===== src/hw/wdit_pkg.sv =====
/*
  Shared constants and carrier types for the watchdog / interval timer.
  Assumes a 40 MHz system clock and an AXI4-Lite master with 8-bit
  addresses and 32-bit data.
*/
package wdit_pkg;

  // ************************************************************
  // Register map
  // ************************************************************
  localparam int ADDR_W = 8;
  localparam logic [7:0] ADDR_COUNTER    = 8'h00;
  localparam logic [7:0] ADDR_CTRL       = 8'h04;
  localparam logic [7:0] ADDR_IRQ_STATUS = 8'h08;
  localparam logic [7:0] ADDR_IRQ_MASK   = 8'h0c;
  localparam logic [7:0] ADDR_WORD_MASK  = 8'hfc;

  // ************************************************************
  // Control/status fields and reset values
  // ************************************************************
  localparam int CTRL_FLAG_BIT   = 7;
  localparam int CTRL_MODE_BIT   = 6;
  localparam int CTRL_ENABLE_BIT = 5;
  localparam int CTRL_SOURCE_BIT = 4;
  localparam int CTRL_ACTION_BIT = 3;
  localparam int CTRL_CLKSEL_LSB = 0;
  localparam int CTRL_CLKSEL_W   = 3;
  localparam logic [7:0] CTRL_RESET    = 8'h00;
  localparam logic [7:0] COUNTER_RESET = 8'h00;
  localparam logic [7:0] COUNTER_MAX   = 8'hff;

  // Protected write: key in byte lane 1, value in byte lane 0
  localparam int KEY_LSB = 8;
  localparam logic [7:0] KEY_COUNTER = 8'h5a;
  localparam logic [7:0] KEY_CTRL    = 8'ha5;

  // ************************************************************
  // Interrupt status / mask layout
  // ************************************************************
  localparam int IRQ_W            = 3;
  localparam int IRQ_INTERVAL_BIT = 0;
  localparam int IRQ_NMI_BIT      = 1;
  localparam int IRQ_RESET_BIT    = 2;
  localparam logic [2:0] IRQ_RESET = 3'h0;

  // ************************************************************
  // Prescalers
  // ************************************************************
  localparam int SYS_PRE_W = 17;
  localparam int SUB_PRE_W = 8;
  // Tap index per clock select code 7..0: /131072 .. /2
  localparam logic [7:0][4:0] SYS_TAP =
    {5'h10, 5'h0e, 5'h0c, 5'h0a, 5'h08, 5'h06, 5'h05, 5'h00};

  // ************************************************************
  // Timing
  // ************************************************************
  localparam int CLK_PERIOD_NS = 25;
  localparam int RESET_OUT_NS  = 1000;
  localparam int RESET_OUT_CYCLES =
    (RESET_OUT_NS + CLK_PERIOD_NS - 1) / CLK_PERIOD_NS;
  localparam int RP_CNT_W = 6;

  localparam logic [1:0] RESP_OKAY   = 2'h0;
  localparam logic [1:0] RESP_DECERR = 2'h3;

  // ************************************************************
  // Types
  // ************************************************************
  typedef enum logic [1:0] {
    WDIT_RP_IDLE   = 2'h1,
    WDIT_RP_ACTIVE = 2'h2
  } wdit_rp_state_t;

  typedef struct packed {
    logic              awvalid;
    logic [ADDR_W-1:0] awaddr;
    logic [2:0]        awprot;
    logic              wvalid;
    logic [31:0]       wdata;
    logic [3:0]        wstrb;
    logic              bready;
    logic              arvalid;
    logic [ADDR_W-1:0] araddr;
    logic [2:0]        arprot;
    logic              rready;
  } wdit_axil_req_t;

  typedef struct packed {
    logic        awready;
    logic        wready;
    logic        bvalid;
    logic [1:0]  bresp;
    logic        arready;
    logic        rvalid;
    logic [31:0] rdata;
    logic [1:0]  rresp;
  } wdit_axil_rsp_t;

endpackage : wdit_pkg


===== src/hw/wdit_prescaler.sv =====
/*
  Free-running binary prescaler with one registered tick per stage.
  Assumes advance is synchronous to clk; tick[i] pulses once every
  2**(i+1) advances.
*/
`timescale 1ns/1ps
module wdit_prescaler #(
  parameter int WIDTH = 8
) (
  input  logic             clk,
  input  logic             reset_n,
  input  logic             advance,
  output logic [WIDTH-1:0] tick
);

  logic [WIDTH-1:0] cnt_ff;
  logic [WIDTH-1:0] nxt_cnt;
  logic [WIDTH-1:0] tick_ff;
  logic [WIDTH-1:0] nxt_tick;

  // ************************************************************
  // One tick per stage, each on the carry out of its bit
  // ************************************************************
  for (genvar i = 0; i < WIDTH; i++)
  begin : g_tap
    assign nxt_tick[i] = advance & (&cnt_ff[i:0]);
  end

  always_comb
  begin
    nxt_cnt = advance ? cnt_ff + 1'b1 : cnt_ff;
  end

  always_ff @(posedge clk or negedge reset_n)
  begin
    if (!reset_n)
    begin
      cnt_ff  <= '0;
      tick_ff <= '0;
    end
    else
    begin
      cnt_ff  <= nxt_cnt;
      tick_ff <= nxt_tick;
    end
  end

  assign tick = tick_ff;

endmodule : wdit_prescaler


===== src/hw/wdit_top.sv =====
/*
  Watchdog / interval timer channel with an AXI4-Lite register slave.
  Assumes one system clock, an asynchronous sub-clock on a pin that is
  much slower than CLK, and a single outstanding read and write.
*/
`timescale 1ns/1ps
module wdit_top #(
  parameter logic SUBCLOCK_CHANNEL = 1'b1
) (
  input  logic                    CLK,
  input  logic                    RESET_N,
  input  wdit_pkg::wdit_axil_req_t AXI_REQ,
  output wdit_pkg::wdit_axil_rsp_t AXI_RSP,
  input  logic                    EXT_SUBCLOCK_IN,
  output logic                    RESET_OUT_PIN_N,
  output logic                    INT_RESET_REQ,
  output logic                    NMI_REQ,
  output logic                    INTERVAL_OVERFLOW_IRQ
);

  // ************************************************************
  // Bus slave state
  // ************************************************************
  logic        aw_got_ff, nxt_aw_got;
  logic [7:0]  aw_addr_ff, nxt_aw_addr;
  logic        w_got_ff, nxt_w_got;
  logic [31:0] w_data_ff, nxt_w_data;
  logic [3:0]  w_strb_ff, nxt_w_strb;
  logic        bvalid_ff, nxt_bvalid;
  logic [1:0]  bresp_ff, nxt_bresp;
  logic        rvalid_ff, nxt_rvalid;
  logic [31:0] rdata_ff, nxt_rdata;
  logic [1:0]  rresp_ff, nxt_rresp;
  logic        do_write, ar_hs, wr_mapped, rd_mapped;
  logic [7:0]  wr_addr, rd_addr;
  logic [31:0] rd_value;
  logic        cnt_wr, ctrl_wr, sts_wr, mask_wr, ctrl_rd;

  // ************************************************************
  // Timer state
  // ************************************************************
  logic [7:0] counter_ff, nxt_counter;
  logic       flag_ff, nxt_flag;
  logic       flag_read_ff, nxt_flag_read;
  logic       mode_wd_ff, nxt_mode_wd;
  logic       enable_ff, nxt_enable;
  logic       source_ff, nxt_source;
  logic       action_rst_ff, nxt_action_rst;
  logic [2:0] clksel_ff, nxt_clksel;
  logic       sub_meta_ff, sub_sync_ff, sub_prev_ff, sub_edge;
  logic [wdit_pkg::SYS_PRE_W-1:0] sys_tick;
  logic [wdit_pkg::SUB_PRE_W-1:0] sub_tick;
  logic       sel_tick, count_tick, overflow_ev;
  logic       reset_ev, nmi_ev, interval_ev, sw_clear, en_clear;

  // ************************************************************
  // Reset pulse and interrupt state
  // ************************************************************
  wdit_pkg::wdit_rp_state_t rp_state_ff, nxt_rp_state;
  logic [wdit_pkg::RP_CNT_W-1:0] rp_count_ff, nxt_rp_count;
  logic [2:0] status_ff, nxt_status, mask_ff, nxt_mask;
  logic       nmi_ff, irq_ff, nxt_irq;

  // ************************************************************
  // AXI4-Lite slave
  // ************************************************************
  assign do_write  = aw_got_ff && w_got_ff && !bvalid_ff;
  assign ar_hs     = AXI_REQ.arvalid && !rvalid_ff;
  assign wr_addr   = aw_addr_ff & wdit_pkg::ADDR_WORD_MASK;
  assign rd_addr   = AXI_REQ.araddr & wdit_pkg::ADDR_WORD_MASK;
  assign wr_mapped = wr_addr <= wdit_pkg::ADDR_IRQ_MASK;
  assign rd_mapped = rd_addr <= wdit_pkg::ADDR_IRQ_MASK;

  // Counter and control take keyed writes only; an unkeyed write there is answered OKAY and dropped
  assign cnt_wr  = do_write && wr_addr == wdit_pkg::ADDR_COUNTER
                && w_strb_ff[1:0] == 2'h3
                && w_data_ff[15:8] == wdit_pkg::KEY_COUNTER;
  assign ctrl_wr = do_write && wr_addr == wdit_pkg::ADDR_CTRL
                && w_strb_ff[1:0] == 2'h3
                && w_data_ff[15:8] == wdit_pkg::KEY_CTRL;
  assign sts_wr  = do_write && wr_addr == wdit_pkg::ADDR_IRQ_STATUS
                && w_strb_ff[0];
  assign mask_wr = do_write && wr_addr == wdit_pkg::ADDR_IRQ_MASK
                && w_strb_ff[0];
  assign ctrl_rd = ar_hs && rd_addr == wdit_pkg::ADDR_CTRL;

  always_comb
  begin
    rd_value = 32'h0000_0000;
    case (rd_addr)
      wdit_pkg::ADDR_COUNTER:    rd_value[7:0] = counter_ff;
      wdit_pkg::ADDR_CTRL:       rd_value[7:0] = {flag_ff, mode_wd_ff,
                                   enable_ff, source_ff, action_rst_ff,
                                   clksel_ff};
      wdit_pkg::ADDR_IRQ_STATUS: rd_value[2:0] = status_ff;
      wdit_pkg::ADDR_IRQ_MASK:   rd_value[2:0] = mask_ff;
      default:                   rd_value = 32'h0000_0000;
    endcase
  end

  always_comb
  begin
    nxt_aw_got  = aw_got_ff;
    nxt_aw_addr = aw_addr_ff;
    nxt_w_got   = w_got_ff;
    nxt_w_data  = w_data_ff;
    nxt_w_strb  = w_strb_ff;
    nxt_bvalid  = bvalid_ff;
    nxt_bresp   = bresp_ff;
    nxt_rvalid  = rvalid_ff;
    nxt_rdata   = rdata_ff;
    nxt_rresp   = rresp_ff;
    if (AXI_REQ.awvalid && !aw_got_ff)
    begin
      nxt_aw_got  = 1'b1;
      nxt_aw_addr = AXI_REQ.awaddr;
    end
    if (AXI_REQ.wvalid && !w_got_ff)
    begin
      nxt_w_got  = 1'b1;
      nxt_w_data = AXI_REQ.wdata;
      nxt_w_strb = AXI_REQ.wstrb;
    end
    if (do_write)
    begin
      nxt_aw_got = 1'b0;
      nxt_w_got  = 1'b0;
      nxt_bvalid = 1'b1;
      nxt_bresp  = wr_mapped ? wdit_pkg::RESP_OKAY : wdit_pkg::RESP_DECERR;
    end
    else if (bvalid_ff && AXI_REQ.bready)
    begin
      nxt_bvalid = 1'b0;
    end
    if (ar_hs)
    begin
      nxt_rvalid = 1'b1;
      nxt_rdata  = rd_value;
      nxt_rresp  = rd_mapped ? wdit_pkg::RESP_OKAY : wdit_pkg::RESP_DECERR;
    end
    else if (rvalid_ff && AXI_REQ.rready)
    begin
      nxt_rvalid = 1'b0;
    end
  end

  always_ff @(posedge CLK or negedge RESET_N)
  begin
    if (!RESET_N)
    begin
      aw_got_ff  <= 1'b0;
      aw_addr_ff <= 8'h00;
      w_got_ff   <= 1'b0;
      w_data_ff  <= 32'h0000_0000;
      w_strb_ff  <= 4'h0;
      bvalid_ff  <= 1'b0;
      bresp_ff   <= 2'h0;
      rvalid_ff  <= 1'b0;
      rdata_ff   <= 32'h0000_0000;
      rresp_ff   <= 2'h0;
    end
    else
    begin
      aw_got_ff  <= nxt_aw_got;
      aw_addr_ff <= nxt_aw_addr;
      w_got_ff   <= nxt_w_got;
      w_data_ff  <= nxt_w_data;
      w_strb_ff  <= nxt_w_strb;
      bvalid_ff  <= nxt_bvalid;
      bresp_ff   <= nxt_bresp;
      rvalid_ff  <= nxt_rvalid;
      rdata_ff   <= nxt_rdata;
      rresp_ff   <= nxt_rresp;
    end
  end

  assign AXI_RSP.awready = !aw_got_ff;
  assign AXI_RSP.wready  = !w_got_ff;
  assign AXI_RSP.bvalid  = bvalid_ff;
  assign AXI_RSP.bresp   = bresp_ff;
  assign AXI_RSP.arready = !rvalid_ff;
  assign AXI_RSP.rvalid  = rvalid_ff;
  assign AXI_RSP.rdata   = rdata_ff;
  assign AXI_RSP.rresp   = rresp_ff;

  // ************************************************************
  // Prescalers and clock selection
  // ************************************************************
  // Sub-clock is sampled, so it must stay well below half of CLK
  always_ff @(posedge CLK or negedge RESET_N)
  begin
    if (!RESET_N)
    begin
      sub_meta_ff <= 1'b0;
      sub_sync_ff <= 1'b0;
      sub_prev_ff <= 1'b0;
    end
    else
    begin
      sub_meta_ff <= EXT_SUBCLOCK_IN;
      sub_sync_ff <= sub_meta_ff;
      sub_prev_ff <= sub_sync_ff;
    end
  end
  assign sub_edge = sub_sync_ff && !sub_prev_ff;

  wdit_prescaler #(.WIDTH(wdit_pkg::SYS_PRE_W)) u_sys_pre (
    .clk     (CLK),
    .reset_n (RESET_N),
    .advance (1'b1),
    .tick    (sys_tick)
  );

  wdit_prescaler #(.WIDTH(wdit_pkg::SUB_PRE_W)) u_sub_pre (
    .clk     (CLK),
    .reset_n (RESET_N),
    .advance (sub_edge),
    .tick    (sub_tick)
  );

  // Sub-clock table is /2../256 by code, so its tap equals the code
  assign sel_tick = (SUBCLOCK_CHANNEL && source_ff)
                  ? sub_tick[clksel_ff]
                  : sys_tick[wdit_pkg::SYS_TAP[clksel_ff]];

  // ************************************************************
  // Counter, flag and control
  // ************************************************************
  assign count_tick  = enable_ff && sel_tick;
  assign overflow_ev = count_tick && !cnt_wr
                    && counter_ff == wdit_pkg::COUNTER_MAX;
  assign reset_ev    = overflow_ev && mode_wd_ff && action_rst_ff;
  assign nmi_ev      = overflow_ev && mode_wd_ff && !action_rst_ff;
  assign interval_ev = overflow_ev && !mode_wd_ff;
  assign sw_clear    = ctrl_wr && flag_read_ff
                    && !w_data_ff[wdit_pkg::CTRL_FLAG_BIT];
  assign en_clear    = ctrl_wr && !w_data_ff[wdit_pkg::CTRL_ENABLE_BIT];

  always_comb
  begin
    nxt_counter    = counter_ff;
    nxt_mode_wd    = mode_wd_ff;
    nxt_enable     = enable_ff;
    nxt_source     = source_ff;
    nxt_action_rst = action_rst_ff;
    nxt_clksel     = clksel_ff;
    nxt_flag       = flag_ff;
    nxt_flag_read  = flag_read_ff;
    // A keyed write beats a count-up in the same cycle
    if (!enable_ff)
      nxt_counter = wdit_pkg::COUNTER_RESET;
    else if (cnt_wr)
      nxt_counter = w_data_ff[7:0];
    else if (count_tick)
      nxt_counter = counter_ff + 8'h01;
    if (ctrl_wr)
    begin
      nxt_mode_wd    = w_data_ff[wdit_pkg::CTRL_MODE_BIT];
      nxt_enable     = w_data_ff[wdit_pkg::CTRL_ENABLE_BIT];
      nxt_action_rst = w_data_ff[wdit_pkg::CTRL_ACTION_BIT];
      nxt_clksel     = w_data_ff[wdit_pkg::CTRL_CLKSEL_LSB +:
                                 wdit_pkg::CTRL_CLKSEL_W];
      // Channel zero keeps bit 4 reserved at zero
      nxt_source     = SUBCLOCK_CHANNEL
                     && w_data_ff[wdit_pkg::CTRL_SOURCE_BIT];
    end
    if (sw_clear || en_clear || reset_ev)
      nxt_flag = 1'b0;
    if (nmi_ev || interval_ev)
      nxt_flag = 1'b1;
    if (ctrl_rd && flag_ff)
      nxt_flag_read = 1'b1;
    if (!nxt_flag)
      nxt_flag_read = 1'b0;
  end

  always_ff @(posedge CLK or negedge RESET_N)
  begin
    if (!RESET_N)
    begin
      counter_ff    <= wdit_pkg::COUNTER_RESET;
      flag_ff       <= wdit_pkg::CTRL_RESET[wdit_pkg::CTRL_FLAG_BIT];
      flag_read_ff  <= 1'b0;
      mode_wd_ff    <= wdit_pkg::CTRL_RESET[wdit_pkg::CTRL_MODE_BIT];
      enable_ff     <= wdit_pkg::CTRL_RESET[wdit_pkg::CTRL_ENABLE_BIT];
      source_ff     <= wdit_pkg::CTRL_RESET[wdit_pkg::CTRL_SOURCE_BIT];
      action_rst_ff <= wdit_pkg::CTRL_RESET[wdit_pkg::CTRL_ACTION_BIT];
      clksel_ff     <= wdit_pkg::CTRL_RESET[2:0];
    end
    else
    begin
      counter_ff    <= nxt_counter;
      flag_ff       <= nxt_flag;
      flag_read_ff  <= nxt_flag_read;
      mode_wd_ff    <= nxt_mode_wd;
      enable_ff     <= nxt_enable;
      source_ff     <= nxt_source;
      action_rst_ff <= nxt_action_rst;
      clksel_ff     <= nxt_clksel;
    end
  end

  // ************************************************************
  // Reset pulse, NMI and interrupt
  // ************************************************************
  always_comb
  begin
    nxt_rp_state = rp_state_ff;
    nxt_rp_count = rp_count_ff;
    nxt_status   = status_ff & ~(sts_wr ? w_data_ff[2:0] : 3'h0);
    nxt_mask     = mask_wr ? w_data_ff[2:0] : mask_ff;
    case (rp_state_ff)
      wdit_pkg::WDIT_RP_IDLE:
        nxt_rp_count = '0;
      wdit_pkg::WDIT_RP_ACTIVE:
        if (rp_count_ff == wdit_pkg::RP_CNT_W'(
                             wdit_pkg::RESET_OUT_CYCLES - 1))
        begin
          nxt_rp_state = wdit_pkg::WDIT_RP_IDLE;
          nxt_rp_count = '0;
        end
        else
          nxt_rp_count = rp_count_ff + 1'b1;
      default:
        nxt_rp_state = wdit_pkg::WDIT_RP_IDLE;
    endcase
    // A new overflow restarts the pulse
    if (reset_ev)
    begin
      nxt_rp_state = wdit_pkg::WDIT_RP_ACTIVE;
      nxt_rp_count = '0;
    end
    // Events set after the clear so a same-cycle set wins
    nxt_status[wdit_pkg::IRQ_INTERVAL_BIT] =
      nxt_status[wdit_pkg::IRQ_INTERVAL_BIT] | interval_ev;
    nxt_status[wdit_pkg::IRQ_NMI_BIT] =
      nxt_status[wdit_pkg::IRQ_NMI_BIT] | nmi_ev;
    nxt_status[wdit_pkg::IRQ_RESET_BIT] =
      nxt_status[wdit_pkg::IRQ_RESET_BIT] | reset_ev;
    nxt_irq = |(nxt_status & nxt_mask);
  end

  always_ff @(posedge CLK or negedge RESET_N)
  begin
    if (!RESET_N)
    begin
      rp_state_ff <= wdit_pkg::WDIT_RP_IDLE;
      rp_count_ff <= '0;
      status_ff   <= wdit_pkg::IRQ_RESET;
      mask_ff     <= wdit_pkg::IRQ_RESET;
      nmi_ff      <= 1'b0;
      irq_ff      <= 1'b0;
    end
    else
    begin
      rp_state_ff <= nxt_rp_state;
      rp_count_ff <= nxt_rp_count;
      status_ff   <= nxt_status;
      mask_ff     <= nxt_mask;
      nmi_ff      <= nmi_ev;
      irq_ff      <= nxt_irq;
    end
  end

  assign RESET_OUT_PIN_N       = rp_state_ff != wdit_pkg::WDIT_RP_ACTIVE;
  assign INT_RESET_REQ         = rp_state_ff == wdit_pkg::WDIT_RP_ACTIVE;
  assign NMI_REQ               = nmi_ff;
  assign INTERVAL_OVERFLOW_IRQ = irq_ff;
endmodule : wdit_top


===== config.mk =====
export PLATFORM = sky130hd
export DESIGN_NAME = wdit_top
export DESIGN_NICKNAME = d
export VERILOG_FILES = /design/src/hw/wdit_pkg.sv /design/src/hw/wdit_prescaler.sv /design/src/hw/wdit_top.sv
export SDC_FILE = /design/constraint.sdc
export NUM_CORES = 1
export LEC_CHECK = 0
export BUFFER_PORTS_ARGS = -buffer_cell sky130_fd_sc_hd__buf_2
export CORE_AREA = 4 4 134 136
export CTS_CLUSTER_DIAMETER = 50
export CTS_CLUSTER_SIZE = 28
export DETAILED_ROUTE_END_ITERATION = 8
export DIE_AREA = 0 0 138 140
export GPL_TIMING_DRIVEN = 0
export PLACE_DENSITY_LB_ADDON = 0.1
export SLEW_MARGIN = 20
export SYNTH_ARGS = -nofsm -noshare
export SYNTH_HDL_FRONTEND = slang
export SYNTH_SLANG_ARGS = --single-unit

===== constraint.sdc =====
create_clock -name CLK -period 3.8 [get_ports CLK]
set_clock_uncertainty 0.2 [all_clocks]
set_input_delay 0 -clock CLK [delete_from_list [all_inputs] [get_ports CLK]]
set_output_delay 0 -clock CLK [all_outputs]
set_load 0.02 [all_outputs]

; Yosys cells after proc, flatten, opt, wreduce, memory -nomap -nowiden
; Memories as Yosys holds them, arrays and structs flattened.
; Cells that the tools add are included.
[totals]
elab_cells = 180
romBits = 40
in_bits = 66
mem_count = 1
out_inout_bits = 45
register_bits = 128
[memory_table]
columns = name, depth, width, rd, rd_ports_with_merged_regs, write_ports, line_no
row1 = (no name shown), 8, 5, 1, 0, 0, wdit_top.sv:224  ; : sys_tick[wdit_pkg::SYS_TAP[clksel_ff]];
[classes]
n_eq_ne = 18
magnitude_cmp = 4
addsub = 4
mux = 33
n_reduce_logical = 75
n_bitwise = 14
[op_table]
columns = operator, n
row1 = logical AND 1 bit, 30
row2 = == test 6 x 2 -> 1 bit (second input constant), 4
row3 = 2-to-1 mux 8 bit, 3
row4 = adder 17 x 1 -> 17 bit (second input constant), 1
row5 = AND reduction 17 bit, 1
row6 = adder 8 x 1 -> 8 bit (second input constant), 2
row7 = == test 8 bit (second input constant), 2
row8 = <= comparator 8 x 4 -> 1 bit (second input constant), 2
row9 = zero test 8 bit, 2
row10 = AND reduction 16 bit, 1
row11 = AND reduction 8 bit, 2
row12 = 2-to-1 mux 1 bit, 15
row13 = AND reduction 15 bit, 1
row14 = AND reduction 14 bit, 1
row15 = AND reduction 7 bit, 2
row16 = AND reduction 13 bit, 1
row17 = == test 6 x 1 -> 1 bit (second input constant), 2
row18 = 2-to-1 mux 6 bit, 2
row19 = one-hot mux 3 bit (4 select lines), 1
row20 = one-hot mux 6 bit (2 select lines), 1
row21 = AND reduction 12 bit, 1
row22 = AND reduction 6 bit, 2
row23 = AND reduction 11 bit, 1
row24 = zero test 1 bit, 10
row25 = other kinds (32), 58

; Longest topological paths before layout
[logic_depth]
ltp_word = 14
ltp_mapped = 11
depth_no_buf = 9

; By module
; From an unflattened synthesis, not the netlist that was laid out.
[hier_totals]
cells_unflattened = 523
hier_area_um2 = 5984.5
[modules_own_cells]
columns = mod, seq_area_each_um2, area_each_um2, cells_per_inst, instances
row1 = wdit_top, 1853.0, 3998.8, 373, 1
row2 = wdit_prescaler (u_sys_pre), 850.8, 1346.3, 106, 1
row3 = wdit_prescaler (u_sub_pre), 400.4, 639.4, 44, 1

; Worst setup path after synthesis
; No wires, ideal clock.
[synth_path]
path_type = reg-to-reg
from = register clksel_ff[0]
to = register rp_state_ff[1]
required_ns = 3.476
arrival_time_ns = 2.303
synth_period_minus_slack_ns = 2.627
stages_incl_launch_ff = 12
setup_ns = 0.124
setup_slack_ns = 1.173
n_path_buf = 2
cell_sequence = dfrtp_1 > buf_6 > inv_1 > ha_1 > or4b_1 > o311ai_1 > o311ai_1 > and3_1 > buf_6 > o21ai_4 > nor3_4 > or2_1
[synth_between]
elab_chain_len = 12
word_cells_on_any_way = 16
cone_classes = eq/ne (2) / mux (7) / reduce/logical (6) / memory (1)
[synth_rtl]
columns = element, line_no
row1 = from (decl), wdit_top.sv:49  ; logic [2:0] clksel_ff, nxt_clksel;
row2 = from (signal assigned), wdit_top.sv:288  ; clksel_ff <= wdit_pkg::CTRL_RESET[2:0];
row3 = from (signal assigned), wdit_top.sv:299  ; clksel_ff <= nxt_clksel;
row4 = memory read (8 x 5 bit), n/a
row5 = 2-to-1 mux 5 bit (not written as such), wdit_top.sv:224
row6 = binary-select mux 1 bit (select 5 bit), wdit_top.sv:224
row7 = 2-to-1 mux 1 bit (not written as such), wdit_top.sv:224
row8 = 2-to-1 mux 1 bit (*), wdit_top.sv:223  ; ? sub_tick[clksel_ff]
row9 = logical AND 1 bit (*), wdit_top.sv:229  ; assign count_tick = enable_ff && sel_tick;
row10 = logical AND 1 bit (*), wdit_top.sv:230  ; assign overflow_ev = count_tick && !cnt_wr
row11 = logical AND 1 bit (*), wdit_top.sv:231  ; && counter_ff == wdit_pkg::COUNTER_MAX;
row12 = logical AND 1 bit (*) (2 in series), wdit_top.sv:232  ; assign reset_ev = overflow_ev && mode_wd_ff && action_rst_ff;
row13 = inequality test 3 x 1 -> 1 bit (no source line) or inequality test 2 bit (tied branches), n/a
row14 = AND reduction 2 bit (no source line), n/a
row15 = to (signal assigned), wdit_top.sv:347  ; rp_state_ff <= wdit_pkg::WDIT_RP_IDLE;
row16 = to (signal assigned), wdit_top.sv:356  ; rp_state_ff <= nxt_rp_state;
row17 = to (decl), wdit_top.sv:59  ; wdit_pkg::wdit_rp_state_t rp_state_ff, nxt_rp_state;
; Mark *: on every way between the ends. The rest lies on a longest branch, timed or not. The select of a mux whose other input is x is not followed.
; A chain may end at the register's enable or synchronous reset.

; Worst setup path in the final report
; Ends and elaborated chain as after synthesis.

==> summary.txt <==
Critical path
  – Reg2reg start: clksel_ff[0]
  – Critical path class: flop to flop
  – R2r worst-path depth: 10
  – CP Max Fanout: 10
  – Crit path launch: clksel_ff[0]
  – Worst setup path endpoint: rp_state_ff[1]
  – Reg2reg setup slack: 0.89 ns
  – Worst setup SP type: flop
  – RR Endpoint: rp_state_ff[1]
  – Required time worst endpoint: 3.90 ns
  – Setup crit end kind: flop
  – Worst Path Arrival: 3.01 ns

Run
  – Max cap viols: 0

Run status
  – Status: complete, but fails checks
  – Failing checks: negative hold slack

Placement
  – Placement Cell Area: 6430 um2
  – Worst slack at placement: 0.881 ns
  – Port bufs: 57
  – Placed insts: 795
  – DP Wirelength: 8440 um
  – GP Congestion: 0.836

Timing
  – Total Neg Setup Slack: 0 ns
  – Hold Slack: -0.0216 ns
  – Fin crit period: 2.91 ns
  – Slew headroom: 0.538
  – Final hold violation count: 26
  – Worst setup margin: 0.893 ns
  – Final worst-path cycle share: 0.765
  – Count of final setup violators: 0
  – Fmax achieved: 344 MHz
  – Slew @ Worst Pin: 0.694 ns
  – Fin. max-slew vios: 0
  – RSZ-0062 raised after global routing: no

Clock tree
  – Clock Root Buffer: clkbuf_16
  – CTS H-tree lvls: 4
  – Postcts setup bufs: 0
  – Later-pin clock latency in the skew report: 0.41 ns
  – CTS sink count: 124
  – Clock buffer depth: 2
  – Resize count post-CTS: 0
  – TritonCTS Buffers: 17
  – CTS tree: done
  – Clock transition at the registers of the reported paths: 0.06 ns

Final layout
  – Layout cells sized above 1: 0.267
  – Post-route cell area: 7470 um2
  – Nets@finish: 707
  – ANT cells: 0
  – Area delta synth->final: 30.0%
  – Commonest cells after routing, fill and taps aside: dfrtp_1, buf_2, dlygate4sd3_1
  – Finished Layout Cells: 865
  – Post-layout util: 0.441
  – Commonest non-fill, non-tap cell in the layout: dfrtp_1

Logic synthesis
  – Yosys reg bits: 124
  – Yosys warns: 0
  – EDFF count, synth: 0
  – Seq/Total Area, Yosys: 0.540
  – Synth Flop Type: dfrtp_1
  – Syn avg cell area: 11.7 um2
  – Dominant cell type by area after synthesis: dfrtp_1
  – Number of distinct library cells after synthesis: 58
  – Post-synth top area share: 0.536
  – Async SR Flop Fraction: 1.00
  – Mapped cell area: 5740 um2
  – Mapped Cells: 489
  – Synth top area cells: dfrtp_1, mux2_2, buf_4, ha_1, mux4_2

Global routing
  – Total congestion overflow: 0
  – First-pass GRT wire length: 20500 um
  – Vias in the first global route: 4137
  – Antenna violations before repair: 0
  – GRT Total Usage: 0.132
  – Pin count of the biggest net entering global routing: 73

Drt
  – DRT antenna net count: 0
  – Final wirelength: 11900 um
  – Routed vias/inst: 4.62
  – Starting DRT DRC Count: 185
  – DR pass1 iterations: 4
  – Routed len/inst: 13.7 um
  – DRC: 0
  – Detailed-route via count: 3997

Die
  – I/O Pins: 111
  – Area of the core: 16900 um2
  – Initial Utilization: 0.339
  – FP Rows: 48
  – Die Wd: 138 um
  – Chip Height: 140 um
  – Die ar.: 19300 um2

Power
  – P_leak: 3.63 nW
  – Peak VDD IR: 0.323 mV
  – PD cells: 538 nW/um2

Hold path
  – Hold/Removal Path Class: input pin to async pin
-- worst min-delay path by stage --
stage,from,to,cells past startpoint,slack [ns]
floorplan,RESET_N,INTERVAL_OVERFLOW_IRQ,0,-0.50
global route,EXT_SUBCLOCK_IN,sub_meta_ff,2,0.03
detailed placement,RESET_N,bvalid_ff,1,-0.12
finish,RESET_N,bvalid_ff,2,-0.02
global placement,EXT_SUBCLOCK_IN,sub_meta_ff,1,-0.09
CTS,RESET_N,bvalid_ff,2,0.004
-- stage by stage --
step | hold WS [ns] | power [mW]
after floorplan | -0.496 | 2.04
after global placement | -0.0908 | 2.21
after detailed placement | -0.117 | 2.24
after CTS | 0.00402 | 4.09
after global routing | 0.0257 | 4.23
final | -0.0216 | 4.02
-- registers in the layout, summed over array words and instances, names as in the netlist, 8 cells and up --
| register | count |
|---|---|
| u_sub_pre.tick | 8 |
| u_sys_pre.cnt_ff | 17 |
| counter_ff | 8 |
| u_sys_pre.tick | 17 |
| rdata_ff | 8 |
| u_sub_pre.cnt_ff | 8 |
| w_data_ff | 16 |
-- cells in the mapped netlist (all sizes together), types with 2 or more instances --
cell and number:
nand3 15, mux2i 15, nand2 35, o21a 3
clkbuf 12, nor2 23, a31oi 5, and4 4
nor4 2, and3 17, xnor2 9, or3 3
a21o 3, a21oi 11, and2 10, o311ai 2
nand2b 4, o22ai 3, a22oi 3, nor2b 6
a21bo 3, nor3 4, mux2 29, o2111ai 2
o21ai 28, nor3b 2, or2 3, dfrtp 123
inv 18, a211oi 2, xor2 16, o211ai 4
buf 34, ha 14, mux4 8, nand3b 2
-- cell families after synthesis --
| family | synth area share |
|---|---|
| simple gates | 0.127 |
| flops | 0.540 |
| compound gates | 0.0836 |
| buf+inv | 0.0651 |
| mux | 0.115 |
| xor+xnor | 0.0381 |
| fa+ha+maj | 0.0305 |
| other cells | 0.000653 |
-- cell type report --
| class | instances | area, um2 |
|---|---|---|
| Tap cell | 225 | 282 |
| Sequential cell | 124 | 3100 |
| Timing Repair Buffer | 96 | 699 |
| Inverter | 18 | 67.6 |
| Buffer | 46 | 307 |
| Clock buffer | 20 | 467 |
| Clock inverter | 12 | 191 |
| Multi-Input combinational cell | 324 | 2350 |
| Fill cell | 1632 | 9470 |
-- worst max-delay path, cell delays in order (launching register included) --
cell and delay (ns):
dfrtp_1 0.42, buf_6 0.20, inv_1 0.08, ha_1 0.28, or4b_1 0.49, o311ai_1 0.09, o311ai_1 0.16, o22a_2 0.31
o21ai_4 0.24, nor3_4 0.11, or2_1 0.23
-- power breakdown --
group          total [mW]  switching, mW  internal, mW
combinational       0.558          0.262         0.296
sequential           1.68          0.158          1.52
clock                1.78          0.575          1.21
-- what timing repair did --
action	in CTS	in global routing
endpoints found under the hold margin	162	0
setup endpoints to repair	0	0
hold buffers	38	0
-- per-layer routing --
layer / wire (um) / share of wire / up-vias / GRT usage
li1: - / - / 1943 / -
met1: 5350 / 0.45 / 1941 / 0.165
met2: 5670 / 0.48 / 92 / 0.210
met3: 558 / 0.047 / 21 / 0.0389
met4: 276 / 0.023 / 0 / 0.0619
met5: 0 / 0 / - / 0
Note: power is estimated with default switching activity, not from simulation.
